<file path="src/uart_baud_map.vh">
`ifndef UART_BAUD_MAP_VH
`define UART_BAUD_MAP_VH

// register indexes; byte address is four times the index
`define IDX_BAUD_RATE_CONTROL 8'h9b
`define IDX_GENERATOR_RELOAD 8'h9a
`define IDX_TIMER_TWO_CONTROL 8'hc8
`define IDX_POWER_CONTROL 8'h87
`define IDX_CLOCK_CONTROL 8'h8f
`define IDX_GENERATOR_STATUS 8'h40

// baud_rate_control fields
`define BIT_MODE_ZERO_SOURCE 0
`define BIT_GENERATOR_SPEED 1
`define BIT_RX_INTERNAL_SELECT 2
`define BIT_TX_INTERNAL_SELECT 3
`define BIT_GENERATOR_RUN 4
`define BAUD_CTRL_WIDTH 5

// timer_two_control fields
`define BIT_T2_TX_CLOCK 4
`define BIT_T2_RX_CLOCK 5

// power_control and clock control fields
`define BIT_BAUD_DOUBLING 7
`define BIT_DOUBLE_SPEED 0

// reset values
`define RST_BAUD_CTRL 5'h00
`define RST_RELOAD 8'h00
`define RST_BYTE 8'h00

// generator figures
`define GEN_WRAP 8'hff
`define PRE_DIV_BASE 5'd4
`define PRE_DIV_DOUBLED 5'd2
`define SLOW_DIV 5'd6
`define OSC_DIV 4'd12
`define PERIPH_DIV_X2 4'd6
`define OSC_PER_PERIPH 4'd2

// source codes shown in the status register
`define SRC_TIMER1 2'h0
`define SRC_TIMER2 2'h1
`define SRC_INTERNAL 2'h2

`endif

</file>
<file path="src/uart_baud_clock_select.v">
// What this block does
// - tx and rx baud sources chosen independently
// - sources set from two separate control registers
// - tx: internal if select, else timer2/timer1
// - rx: internal if select, else timer2/timer1
// - generator runs only while run bit set
// - generator overflows every 256 minus reload counts
// - speed bit zero adds divide by six
// - rate: doubling, divide four, six, 256 minus reload
// - mode zero: internal or fixed clock divide
// - reset clears control bits; upper bits unused
// - timer two tx bit4, rx bit5
//
// Decided for this implementation: the Wishbone slave port.
`timescale 1ns/1ps
`include "uart_baud_map.vh"

module uart_baud_clock_select #(
  parameter ADR_WIDTH = 10
) (
  input wire clk,
  input wire rstn,
  input wire wb_cyc_i,
  input wire wb_stb_i,
  input wire wb_we_i,
  input wire [ADR_WIDTH-1:0] wb_adr_i,
  input wire [3:0] wb_sel_i,
  input wire [31:0] wb_dat_i,
  output wire [31:0] wb_dat_o,
  output wire wb_ack_o,
  input wire timer1_tick,
  input wire timer2_tick,
  output wire tx_baud_tick,
  output wire rx_baud_tick,
  output wire mode_zero_tick,
  output wire internal_baud_generator_tick
);

  // software-visible control state, then counter, tick and bus flops
  reg [`BAUD_CTRL_WIDTH-1:0] baud_rate_control_ff;
  reg [7:0] generator_reload_value_ff;
  reg timer_two_tx_clock_select_ff;
  reg timer_two_rx_clock_select_ff;
  reg baud_doubling_bit_ff;
  reg double_speed_mode_ff;
  reg [7:0] gen_count_ff;
  reg [4:0] pre_count_ff;
  reg [3:0] m0_count_ff;
  reg gen_tick_ff;
  reg tx_tick_ff;
  reg rx_tick_ff;
  reg m0_tick_ff;
  reg ack_ff;
  reg [31:0] rdata_ff;

  // next-state and decode terms, all combinational
  reg [7:0] nxt_gen_count;
  reg [4:0] nxt_pre_count;
  reg [3:0] nxt_m0_count;
  reg nxt_gen_tick;
  reg nxt_tx_tick;
  reg nxt_rx_tick;
  reg nxt_m0_tick;
  reg [31:0] nxt_rdata;
  reg [1:0] tx_source;
  reg [1:0] rx_source;
  reg [4:0] pre_limit;
  reg [3:0] m0_limit;
  reg pre_pulse;
  reg m0_pulse;

  // field views of baud_rate_control, then bus decode terms
  wire generator_run;
  wire generator_speed;
  wire tx_internal_generator_select;
  wire rx_internal_generator_select;
  wire mode_zero_source_select;
  wire [7:0] reg_index;
  wire bus_req;
  wire wr_en;

  assign generator_run = baud_rate_control_ff[`BIT_GENERATOR_RUN];
  assign generator_speed = baud_rate_control_ff[`BIT_GENERATOR_SPEED];
  assign tx_internal_generator_select = baud_rate_control_ff[`BIT_TX_INTERNAL_SELECT];
  assign rx_internal_generator_select = baud_rate_control_ff[`BIT_RX_INTERNAL_SELECT];
  assign mode_zero_source_select = baud_rate_control_ff[`BIT_MODE_ZERO_SOURCE];

  // word addressed; byte address bits 1:0 ignored
  assign reg_index = wb_adr_i[9:2];
  // one request per ack: the cycle in which ack stands is never taken again
  assign bus_req = wb_cyc_i & wb_stb_i & ~ack_ff;
  // only byte lane 0 carries writable register data
  assign wr_en = bus_req & wb_we_i & wb_sel_i[0];

  assign wb_ack_o = ack_ff;
  assign wb_dat_o = rdata_ff;
  assign tx_baud_tick = tx_tick_ff;
  assign rx_baud_tick = rx_tick_ff;
  assign mode_zero_tick = m0_tick_ff;
  assign internal_baud_generator_tick = gen_tick_ff;

  // register writes; a write lands on the taking edge, the same edge that raises ack
  // ack is registered, so the master still holds address and data while it stands
  always @(posedge clk or negedge rstn) begin
    if (!rstn) begin
      baud_rate_control_ff <= `RST_BAUD_CTRL;
      generator_reload_value_ff <= `RST_RELOAD;
      timer_two_tx_clock_select_ff <= 1'b0;
      timer_two_rx_clock_select_ff <= 1'b0;
      baud_doubling_bit_ff <= 1'b0;
      double_speed_mode_ff <= 1'b0;
    end else if (wr_en) begin
      case (reg_index)
        `IDX_BAUD_RATE_CONTROL: begin
          // reserved upper bits are dropped on write
          baud_rate_control_ff <= wb_dat_i[`BAUD_CTRL_WIDTH-1:0];
        end
        `IDX_GENERATOR_RELOAD: begin
          generator_reload_value_ff <= wb_dat_i[7:0];
        end
        `IDX_TIMER_TWO_CONTROL: begin
          timer_two_tx_clock_select_ff <= wb_dat_i[`BIT_T2_TX_CLOCK];
          timer_two_rx_clock_select_ff <= wb_dat_i[`BIT_T2_RX_CLOCK];
        end
        `IDX_POWER_CONTROL: begin
          baud_doubling_bit_ff <= wb_dat_i[`BIT_BAUD_DOUBLING];
        end
        `IDX_CLOCK_CONTROL: begin
          double_speed_mode_ff <= wb_dat_i[`BIT_DOUBLE_SPEED];
        end
        default: begin
          baud_rate_control_ff <= baud_rate_control_ff;
        end
      endcase
    end
  end

  // source selection per direction
  // a timer tick is passed one cycle late, never re-timed or stretched
  always @* begin
    if (tx_internal_generator_select) begin
      tx_source = `SRC_INTERNAL;
    end else if (timer_two_tx_clock_select_ff) begin
      tx_source = `SRC_TIMER2;
    end else begin
      tx_source = `SRC_TIMER1;
    end
    if (rx_internal_generator_select) begin
      rx_source = `SRC_INTERNAL;
    end else if (timer_two_rx_clock_select_ff) begin
      rx_source = `SRC_TIMER2;
    end else begin
      rx_source = `SRC_TIMER1;
    end
  end

  // prescaler: divide four, halved by doubling, times six when slow
  // limits are re-read each cycle: a speed or doubling change mid-count can
  // stretch or cut one generator period, so stop the generator first
  always @* begin
    if (baud_doubling_bit_ff) begin
      pre_limit = `PRE_DIV_DOUBLED;
    end else begin
      pre_limit = `PRE_DIV_BASE;
    end
    if (!generator_speed) begin
      pre_limit = pre_limit * `SLOW_DIV;
    end
    pre_pulse = (pre_count_ff == pre_limit - 5'd1);
  end

  // internal generator
  // while running, a new reload value is only picked up at the next overflow
  always @* begin
    nxt_pre_count = pre_count_ff;
    nxt_gen_count = gen_count_ff;
    nxt_gen_tick = 1'b0;
    if (!generator_run) begin
      // stopped: restart cleanly from the reload value
      nxt_pre_count = 5'd0;
      nxt_gen_count = generator_reload_value_ff;
    end else begin
      if (pre_pulse) begin
        nxt_pre_count = 5'd0;
        if (gen_count_ff == `GEN_WRAP) begin
          nxt_gen_count = generator_reload_value_ff;
          nxt_gen_tick = 1'b1;
        end else begin
          nxt_gen_count = gen_count_ff + 8'd1;
        end
      end else begin
        nxt_pre_count = pre_count_ff + 5'd1;
      end
    end
  end

  // mode zero fixed clock; clk is the peripheral clock
  // no separate oscillator input, so the standard divide is folded onto clk
  always @* begin
    if (double_speed_mode_ff) begin
      m0_limit = `PERIPH_DIV_X2;
    end else begin
      // oscillator runs at twice the peripheral clock here
      m0_limit = `OSC_DIV / `OSC_PER_PERIPH;
    end
    m0_pulse = (m0_count_ff >= m0_limit - 4'd1);
    if (m0_pulse) begin
      nxt_m0_count = 4'd0;
    end else begin
      nxt_m0_count = m0_count_ff + 4'd1;
    end
  end

  // per-direction tick routing
  // every tick leaves through a flop, so the far side sees clean one-cycle pulses
  always @* begin
    case (tx_source)
      `SRC_INTERNAL: nxt_tx_tick = nxt_gen_tick;
      `SRC_TIMER2: nxt_tx_tick = timer2_tick;
      `SRC_TIMER1: nxt_tx_tick = timer1_tick;
      default: nxt_tx_tick = 1'b0;
    endcase
    case (rx_source)
      `SRC_INTERNAL: nxt_rx_tick = nxt_gen_tick;
      `SRC_TIMER2: nxt_rx_tick = timer2_tick;
      `SRC_TIMER1: nxt_rx_tick = timer1_tick;
      default: nxt_rx_tick = 1'b0;
    endcase
    if (mode_zero_source_select) begin
      nxt_m0_tick = nxt_gen_tick;
    end else begin
      nxt_m0_tick = m0_pulse;
    end
  end

  // counters and tick flops
  always @(posedge clk or negedge rstn) begin
    if (!rstn) begin
      pre_count_ff <= 5'd0;
      gen_count_ff <= `RST_RELOAD;
      m0_count_ff <= 4'd0;
      gen_tick_ff <= 1'b0;
      tx_tick_ff <= 1'b0;
      rx_tick_ff <= 1'b0;
      m0_tick_ff <= 1'b0;
    end else begin
      pre_count_ff <= nxt_pre_count;
      gen_count_ff <= nxt_gen_count;
      m0_count_ff <= nxt_m0_count;
      gen_tick_ff <= nxt_gen_tick;
      tx_tick_ff <= nxt_tx_tick;
      rx_tick_ff <= nxt_rx_tick;
      m0_tick_ff <= nxt_m0_tick;
    end
  end

  // read mux; unmapped indexes read zero and still ack
  // the status word is a debug view of live selection and count
  always @* begin
    nxt_rdata = 32'h0000_0000;
    case (reg_index)
      `IDX_BAUD_RATE_CONTROL: begin
        nxt_rdata[`BAUD_CTRL_WIDTH-1:0] = baud_rate_control_ff;
      end
      `IDX_GENERATOR_RELOAD: begin
        nxt_rdata[7:0] = generator_reload_value_ff;
      end
      `IDX_TIMER_TWO_CONTROL: begin
        nxt_rdata[`BIT_T2_TX_CLOCK] = timer_two_tx_clock_select_ff;
        nxt_rdata[`BIT_T2_RX_CLOCK] = timer_two_rx_clock_select_ff;
      end
      `IDX_POWER_CONTROL: begin
        nxt_rdata[`BIT_BAUD_DOUBLING] = baud_doubling_bit_ff;
      end
      `IDX_CLOCK_CONTROL: begin
        nxt_rdata[`BIT_DOUBLE_SPEED] = double_speed_mode_ff;
      end
      `IDX_GENERATOR_STATUS: begin
        nxt_rdata[7:0] = gen_count_ff;
        nxt_rdata[9:8] = tx_source;
        nxt_rdata[11:10] = rx_source;
        nxt_rdata[12] = generator_run;
      end
      default: begin
        nxt_rdata = 32'h0000_0000;
      end
    endcase
  end

  // read data is zero outside the ack cycle so a stale word never shows
  always @(posedge clk or negedge rstn) begin
    if (!rstn) begin
      ack_ff <= 1'b0;
      rdata_ff <= 32'h0000_0000;
    end else begin
      ack_ff <= bus_req;
      if (bus_req) begin
        rdata_ff <= nxt_rdata;
      end else begin
        rdata_ff <= 32'h0000_0000;
      end
    end
  end

endmodule

</file>
<file path="config.mk">
export PLATFORM = sky130hd
export DESIGN_NAME = uart_baud_clock_select
export DESIGN_NICKNAME = d
export VERILOG_FILES = /design/src/uart_baud_clock_select.v
export VERILOG_INCLUDE_DIRS = /design/src
export SDC_FILE = /design/constraint.sdc
export NUM_CORES = 1
export LEC_CHECK = 0
export CORE_AREA = 2 2 78 80
export CTS_CLUSTER_DIAMETER = 200
export DETAILED_ROUTE_END_ITERATION = 8
export DIE_AREA = 0 0 80 82
export DONT_BUFFER_PORTS = 1
export PLACE_DENSITY = 0.67
export SKIP_CTS_REPAIR_TIMING = 1
export SYNTH_ARGS = -nofsm -noshare
export SYNTH_HDL_FRONTEND = slang
export SYNTH_SLANG_ARGS = --single-unit
</file>
<file path="constraint.sdc">
create_clock -name clk -period 1.8 [get_ports clk]
set_clock_uncertainty 0.15 [all_clocks]
set_input_delay 0.36 -clock clk [delete_from_list [all_inputs] [get_ports clk]]
set_output_delay 0.36 -clock clk [all_outputs]
set_load 0.03 [all_outputs]
</file>
* Word level (Yosys, flattened, before mapping)
Cells that the tools add are included.
W data, S select, Z words.
** Operators by class
- Mux-type cells :: 26
- Reductions and logical operators :: 7
- Divide/modulo/power cells :: 0
- Add/subtract/negate cells :: 4
- $mul :: 1
- Shift-type cells :: 0
- Magnitude comparators :: 1
- Eq/ne operators :: 13
- Bitwise gates (word level) :: 5
** Operators by type and width (number)
- $eq A8 B8 Y1 const B :: 6
- $mux W8 :: 3
- $mux W5 :: 4
- $mux W13 :: 1
- $pmux W1 S3 :: 4
- $reduce_and A2 Y1 :: 5
- $pmux W3 S3 :: 1
- $add A8 B1 Y8 const B :: 1
- $eq A8 B7 Y1 const B :: 1
- $pmux W1 S4 :: 2
- $mux W1 :: 6
- $add A5 B1 Y5 const B :: 1
- $eq A5 B5 Y1 :: 1
- $mul A5 B2 Y4 const B :: 1
- $sub A5 B1 Y5 const B :: 1
- $add A4 B1 Y4 const B :: 1
- $and A1 B1 Y1 :: 4
- $eq A2 B1 Y1 const B :: 2
- $eq A2 B2 Y1 const B :: 2
- $ge A4 B3 Y1 const B :: 1
- $logic_not A2 Y1 :: 2
- $mux W2 :: 2
- $mux W4 :: 1
- $mux W3 :: 1
- other kinds (3) :: 3
** Word-level totals
- Word-level logic and storage cells :: 72
- Input port bits :: 53
- Output and inout port bits :: 37
- ROM bits :: 0
- Bits in registers :: 71
- Memory bits (writable) :: 0
- Latch bits :: 0
- Memories :: 0

* Longest topological paths before layout
- Word-level depth :: 8
- Gate-level depth with buffers :: 6
- Gate-level depth less buffers :: 6

* Worst setup path before layout
OpenSTA, ideal clock, no wires.
- Path type :: register -> register
- Start point :: register gen_count_ff[0]
- End point :: register gen_count_ff[1]
- Buffers on the path :: 0
- Stages on the path, launching flop included :: 6
- Arrival :: 1.686 ns
- Setup slack :: -0.161 ns
- Setup time :: 0.125 ns
- Required time :: 1.525 ns
- Cells stage by stage :: dfrtp_1 ha_1 nand3_1 o21ai_1 mux2_2 mux2_2
** Between the ends
- Longest elaborated chain between the ends :: 4
** RTL lines
- from (decl) :: line uart_baud_clock_select.v:46 : reg [7:0] gen_count_ff;
- from (signal assigned) :: line uart_baud_clock_select.v:240 : gen_count_ff <= `RST_RELOAD;
- from (signal assigned) :: line uart_baud_clock_select.v:248 : gen_count_ff <= nxt_gen_count;
- $add A8 B1 Y8 or $eq A8 B8 Y1 (tied branches)
- $mux W8 (*) :: line uart_baud_clock_select.v:185 : if (gen_count_ff == `GEN_WRAP) begin
- $mux W8 (*) :: line uart_baud_clock_select.v:183 : if (pre_pulse) begin
- $mux W8 (*) :: line uart_baud_clock_select.v:178 : if (!generator_run) begin
Mark *: on every way between the ends. The rest lies on a longest branch, timed or not. The select of a mux whose other input is x is not followed.
A chain may end at the register's enable or synchronous reset.

* Worst setup path in the final report
- Start point :: register pre_count_ff[3]
- End point :: register gen_count_ff[1]
** Between the ends
- Longest elaborated chain between the ends :: 2
** RTL lines
- from (decl) :: line uart_baud_clock_select.v:47 : reg [4:0] pre_count_ff;
- from (signal assigned) :: line uart_baud_clock_select.v:247 : pre_count_ff <= nxt_pre_count;
- $eq A5 B5 Y1 :: line uart_baud_clock_select.v:169 : pre_pulse = (pre_count_ff == pre_limit - 5'd1);
- $ne A2 B1 Y1 (no line)
No other way between the ends.

==> impl.org <==
** STA
- The total count of hold-check failures in the final report came to 0.
- Number of pins with negative max-slew slack in the final report :: 0
- Timing would allow up to 0.560 GHz.
- Setup repair after global routing missed its margin :: yes
- Dividing the final minimum period by the clock period gives 0.992.
- Counting I/O delays and the setup requirement, the final critical path takes 1780 ps.
- Final-report setup violation count :: 0

** Power
- Cell Pwr Density :: 619 mW/mm^2
- Largest vdd supply drop :: a little over 0.0005 V
- Total chip power :: 2.05 mW
- For this design the static power due to leakage is 1.61 nW.

** Yosys
- Of the total synthesized cell area, the portion taken by XOR and XNOR cells is 0.0126.
- In the synthesized netlist the async set-or-reset flop fraction comes to 1.00.
- Area fraction in and, or, nand and nor cells after synthesis :: 0.200
- Yosys warns :: 0
- Most area-hungry cell type in the Yosys netlist :: sky130_fd_sc_hd__dfrtp_1
- Top cells by area, synth :: sky130_fd_sc_hd__dfrtp_1, sky130_fd_sc_hd__mux2_2, sky130_fd_sc_hd__buf_4, sky130_fd_sc_hd__nor2_1, sky130_fd_sc_hd__ha_1
- Number of flops mapped to enable cells by yosys :: 0
- Synthesized flop and latch total :: 52
- The share of synthesized area in the top cell type comes to 0.467.
- Number of instances in the synthesized netlist :: 258
- Multiplexer area fraction after synthesis :: 0.100
- The synthesized netlist contains slightly below 60 unique library cells.
- The commonest cells after synthesis are sky130_fd_sc_hd__dfrtp_1, sky130_fd_sc_hd__nor2_1, sky130_fd_sc_hd__mux2_2.
- Top-count cell post-synth :: sky130_fd_sc_hd__dfrtp_1
- Post-Synthesis Cell Area :: about 0.0028 mm^2
- The share of the synthesized area in compound gates (AO/OA/AOI/OAI) came to 0.123.
- Of the total synthesized cell area, the portion taken by full adders, half adders and majority gates is 0.0224.
- Average cell area after synthesis :: 10.8 um^2
- The share of the Yosys chip area taken by registers is 0.467.
- The most used flip-flop cell after synthesis is sky130_fd_sc_hd__dfrtp_1.
- By area, the combinational part of the netlist is dominated by simple AND/OR/NAND/NOR gates.

** Detailed routing
- Dividing the detail-routed wire length by the instance count gives 17.2 um.
- Summed over all layers, the routed wires come to 6.47 mm.
- Met1 Routed Length :: about 2.8 mm
- First-iteration detailed-routing DRC count :: 131
- Highest metal used :: met4
- First drt pass iteration count :: 4
- Final routed DRC violation total :: 0
- In the detailed route, the total length drawn on met2 is 3.14 mm.
- The routed design uses ~380 um of met3 wire.
- In this run the remaining antenna-violating nets after routing total 0.
- Dividing the detail-routed via count by the number of cells gives 5.59.
- For this block, the via count after detailed routing is 2109.

** GRT
- The first global-routing pass estimated around 10 mm of wire.
- The number of antenna violations at the first check in global routing came to 0.
- Largest net degree at the start of global routing :: 53
- Total global routing overflow :: 0
- In the global route stage, overall resource usage came out at 0.211.
- The number of global-route vias before repair came to 2116.

** Status
- The flow ran to the end, and the final reports show no timing, DRC or antenna violations.

** Clocking
- Cts bufs inserted :: 5
- Number of clock sinks seen by CTS :: 52
- The H-tree was split into 2 levels.
- Cell at the root of the clock tree :: sky130_fd_sc_hd__clkbuf_8
- Max Root-Sink Buffers :: 2
- After clock tree synthesis, the clock-pin slew on the worst setup and hold paths is approximately 100 ps.
- CTS tree :: built
- For the worst-skew pair, the clock arrives at the later sink with an insertion delay of ~310 ps.

** Place
- Once placement finished, the instance area stood at 0.00309 mm^2.
- Post-detailed-placement half-perimeter wirelength :: 4.72 mm
- Routability-driven placement finished with a final weighted congestion of 0.828.
- In this run the tool buffered the top-level ports with 0 buffer cells.

** Setup path
- The critical path is of the reg2reg type.
- Critical path launch point type :: register
- STA puts the critical path data required time at 1850 ps.
- In this run the worst path has a maximum fanout of 4.
- On the worst path, the slowest cell contributes a delay of 440 ps.
- Crit-path leading delay family :: simple AND/OR/NAND/NOR gates
- The critical path goes through or3b_4, o311a_4, o21ai_4, mux2_4.
- Buffers & Inverters on Critical Path :: 0
- The largest individual stage delay along the critical path comes from the cell sky130_fd_sc_hd__or3b_4.
- Data arrives at the worst endpoint at between 1500 and 2000 ps.
- Crit path capture type :: register

** Finish
- Filler instances :: approximately 490
- The repair_antennas step left the layout with diodes totalling 0.
- Final design area excluding fillers :: approximately 0.0033 mm^2
- Area grow syn2layout :: 18.8%
- Fraction of final layout cells sized beyond drive strength 1 :: 0.348
- Final core utilization :: 0.577
- The net count of the finished layout is 359.

** Min path
- The tightest min-delay check is of the in2reg type.

** Die
- Die Span Y :: between 80 and 90 um
- The initial utilization of the core area, before any placement, comes to 0.485.
- Row count :: 28
- Area of the die :: 0.00656 mm^2
- Die W :: 80 um
- Core area :: 0.00575 mm^2
- In this run the count of I/O pins placed on the die edge is 90.

** Flow run
- The tool flagged a number of max-cap violations equal to 0.
## placed cells by master (no fill, tap or decap), types with 3 or more instances in the layout
cell | Yosys | routed
sky130_fd_sc_hd__a211oi_1 | 3 | 3
sky130_fd_sc_hd__a21o_1 | 3 | 3
sky130_fd_sc_hd__a21oi_1 | 6 | 6
sky130_fd_sc_hd__a22oi_1 | 6 | 6
sky130_fd_sc_hd__and2_1 | 4 | 4
sky130_fd_sc_hd__and3_1 | 5 | 5
sky130_fd_sc_hd__buf_4 | 19 | 39
sky130_fd_sc_hd__clkbuf_8 | 0 | 6
sky130_fd_sc_hd__conb_1 | 1 | 19
sky130_fd_sc_hd__dfrtp_1 | 52 | 49
sky130_fd_sc_hd__dfrtp_2 | 0 | 3
sky130_fd_sc_hd__ha_1 | 5 | 5
sky130_fd_sc_hd__inv_1 | 7 | 6
sky130_fd_sc_hd__mux2_2 | 23 | 22
sky130_fd_sc_hd__nand2_1 | 12 | 11
sky130_fd_sc_hd__nand2_2 | 2 | 3
sky130_fd_sc_hd__nand2b_1 | 4 | 4
sky130_fd_sc_hd__nand3_1 | 9 | 8
sky130_fd_sc_hd__nand3b_1 | 3 | 3
sky130_fd_sc_hd__nand4_1 | 6 | 6
sky130_fd_sc_hd__nor2_1 | 28 | 27
sky130_fd_sc_hd__nor2b_1 | 3 | 3
sky130_fd_sc_hd__nor3b_2 | 2 | 3
sky130_fd_sc_hd__o21ai_0 | 4 | 4
## path summary, 6_finish.rpt
path	from	endpoint	slack, ps	depth (start not counted)
worst max-delay path	pre_count_ff[3]	gen_count_ff[1]	20	4
worst min-delay path	wb_dat_i[3]	generator_reload_value_ff[3]	40	1
worst max register to register	pre_count_ff[3]	gen_count_ff[1]	20	4
worst min register to register	pre_count_ff[0]	pre_count_ff[0]	330	1
max in group asynchronous	rstn	baud_rate_control_ff[1]	850	2
min in group asynchronous	rstn	timer_two_tx_clock_select_ff	400	2
## where the power goes
group | internal [mW] | leakage, nW | switching (mW)
clock | 0.315 | 0.0516 | 0.403
sequential | 1.18 | 0.712 | 0.0117
combinational | 0.0403 | 0.848 | 0.107
total | 1.53 | 1.61 | 0.522
## cell type report
cell class,count,area [um^2],area share
Multi-Input combinational cell,191,1430,0.432
Clock inverter,2,13.8,0.00415
Clock buffer,6,82.6,0.0249
Tap cell,75,93.8,0.0283
Sequential cell,52,1310,0.394
Timing Repair Buffer,43,353,0.106
Inverter,8,33.8,0.0102
## metal layers
layer,track usage,vias up
met1,0.282,1047
li1,-,984
met4,0.0729,0
met5,0,-
met3,0.0527,8
met2,0.334,70
## state kept, by name, summed over array words and instances (netlist names)
| signal | count |
|---|---|
| m0_count_ff | 4 |
| tx_baud_tick | 1 |
| double_speed_mode_ff | 1 |
| wb_ack_o | 1 |
| wb_dat_o | 13 |
| baud_doubling_bit_ff | 1 |
| mode_zero_tick | 1 |
| timer_two_tx_clock_select_ff | 1 |
| baud_rate_control_ff | 5 |
| rx_baud_tick | 1 |
| generator_reload_value_ff | 8 |
| gen_count_ff | 8 |
| timer_two_rx_clock_select_ff | 1 |
| pre_count_ff | 5 |
| internal_baud_generator_tick | 1 |
## kinds of logic after synthesis
logic type	after synthesis
xor gates and xnor gates	4
and+or+nand+nor	94
adders and majority gates	5
AOI/OAI and AO/OA	44
other	1
buffers and inverters	33
muxes	25
DFF	52
## per-stage QoR
step,setup WS (ps),TNS [ps],cells,hold WS (ps)
6_report,15.3,0,377,39.8
5_1_grt,-34.9,-56.4,377,27.3
4_1_cts,-75.2,-191,371,-423
3_5_place_dp,-96.9,-1180,363,-85.0
3_3_place_gp,-83.3,-937,363,-84.8
2_1_floorplan,-39.4,-440,276,-85.6
No activity file was read; power rests on OpenSTA's default activity.
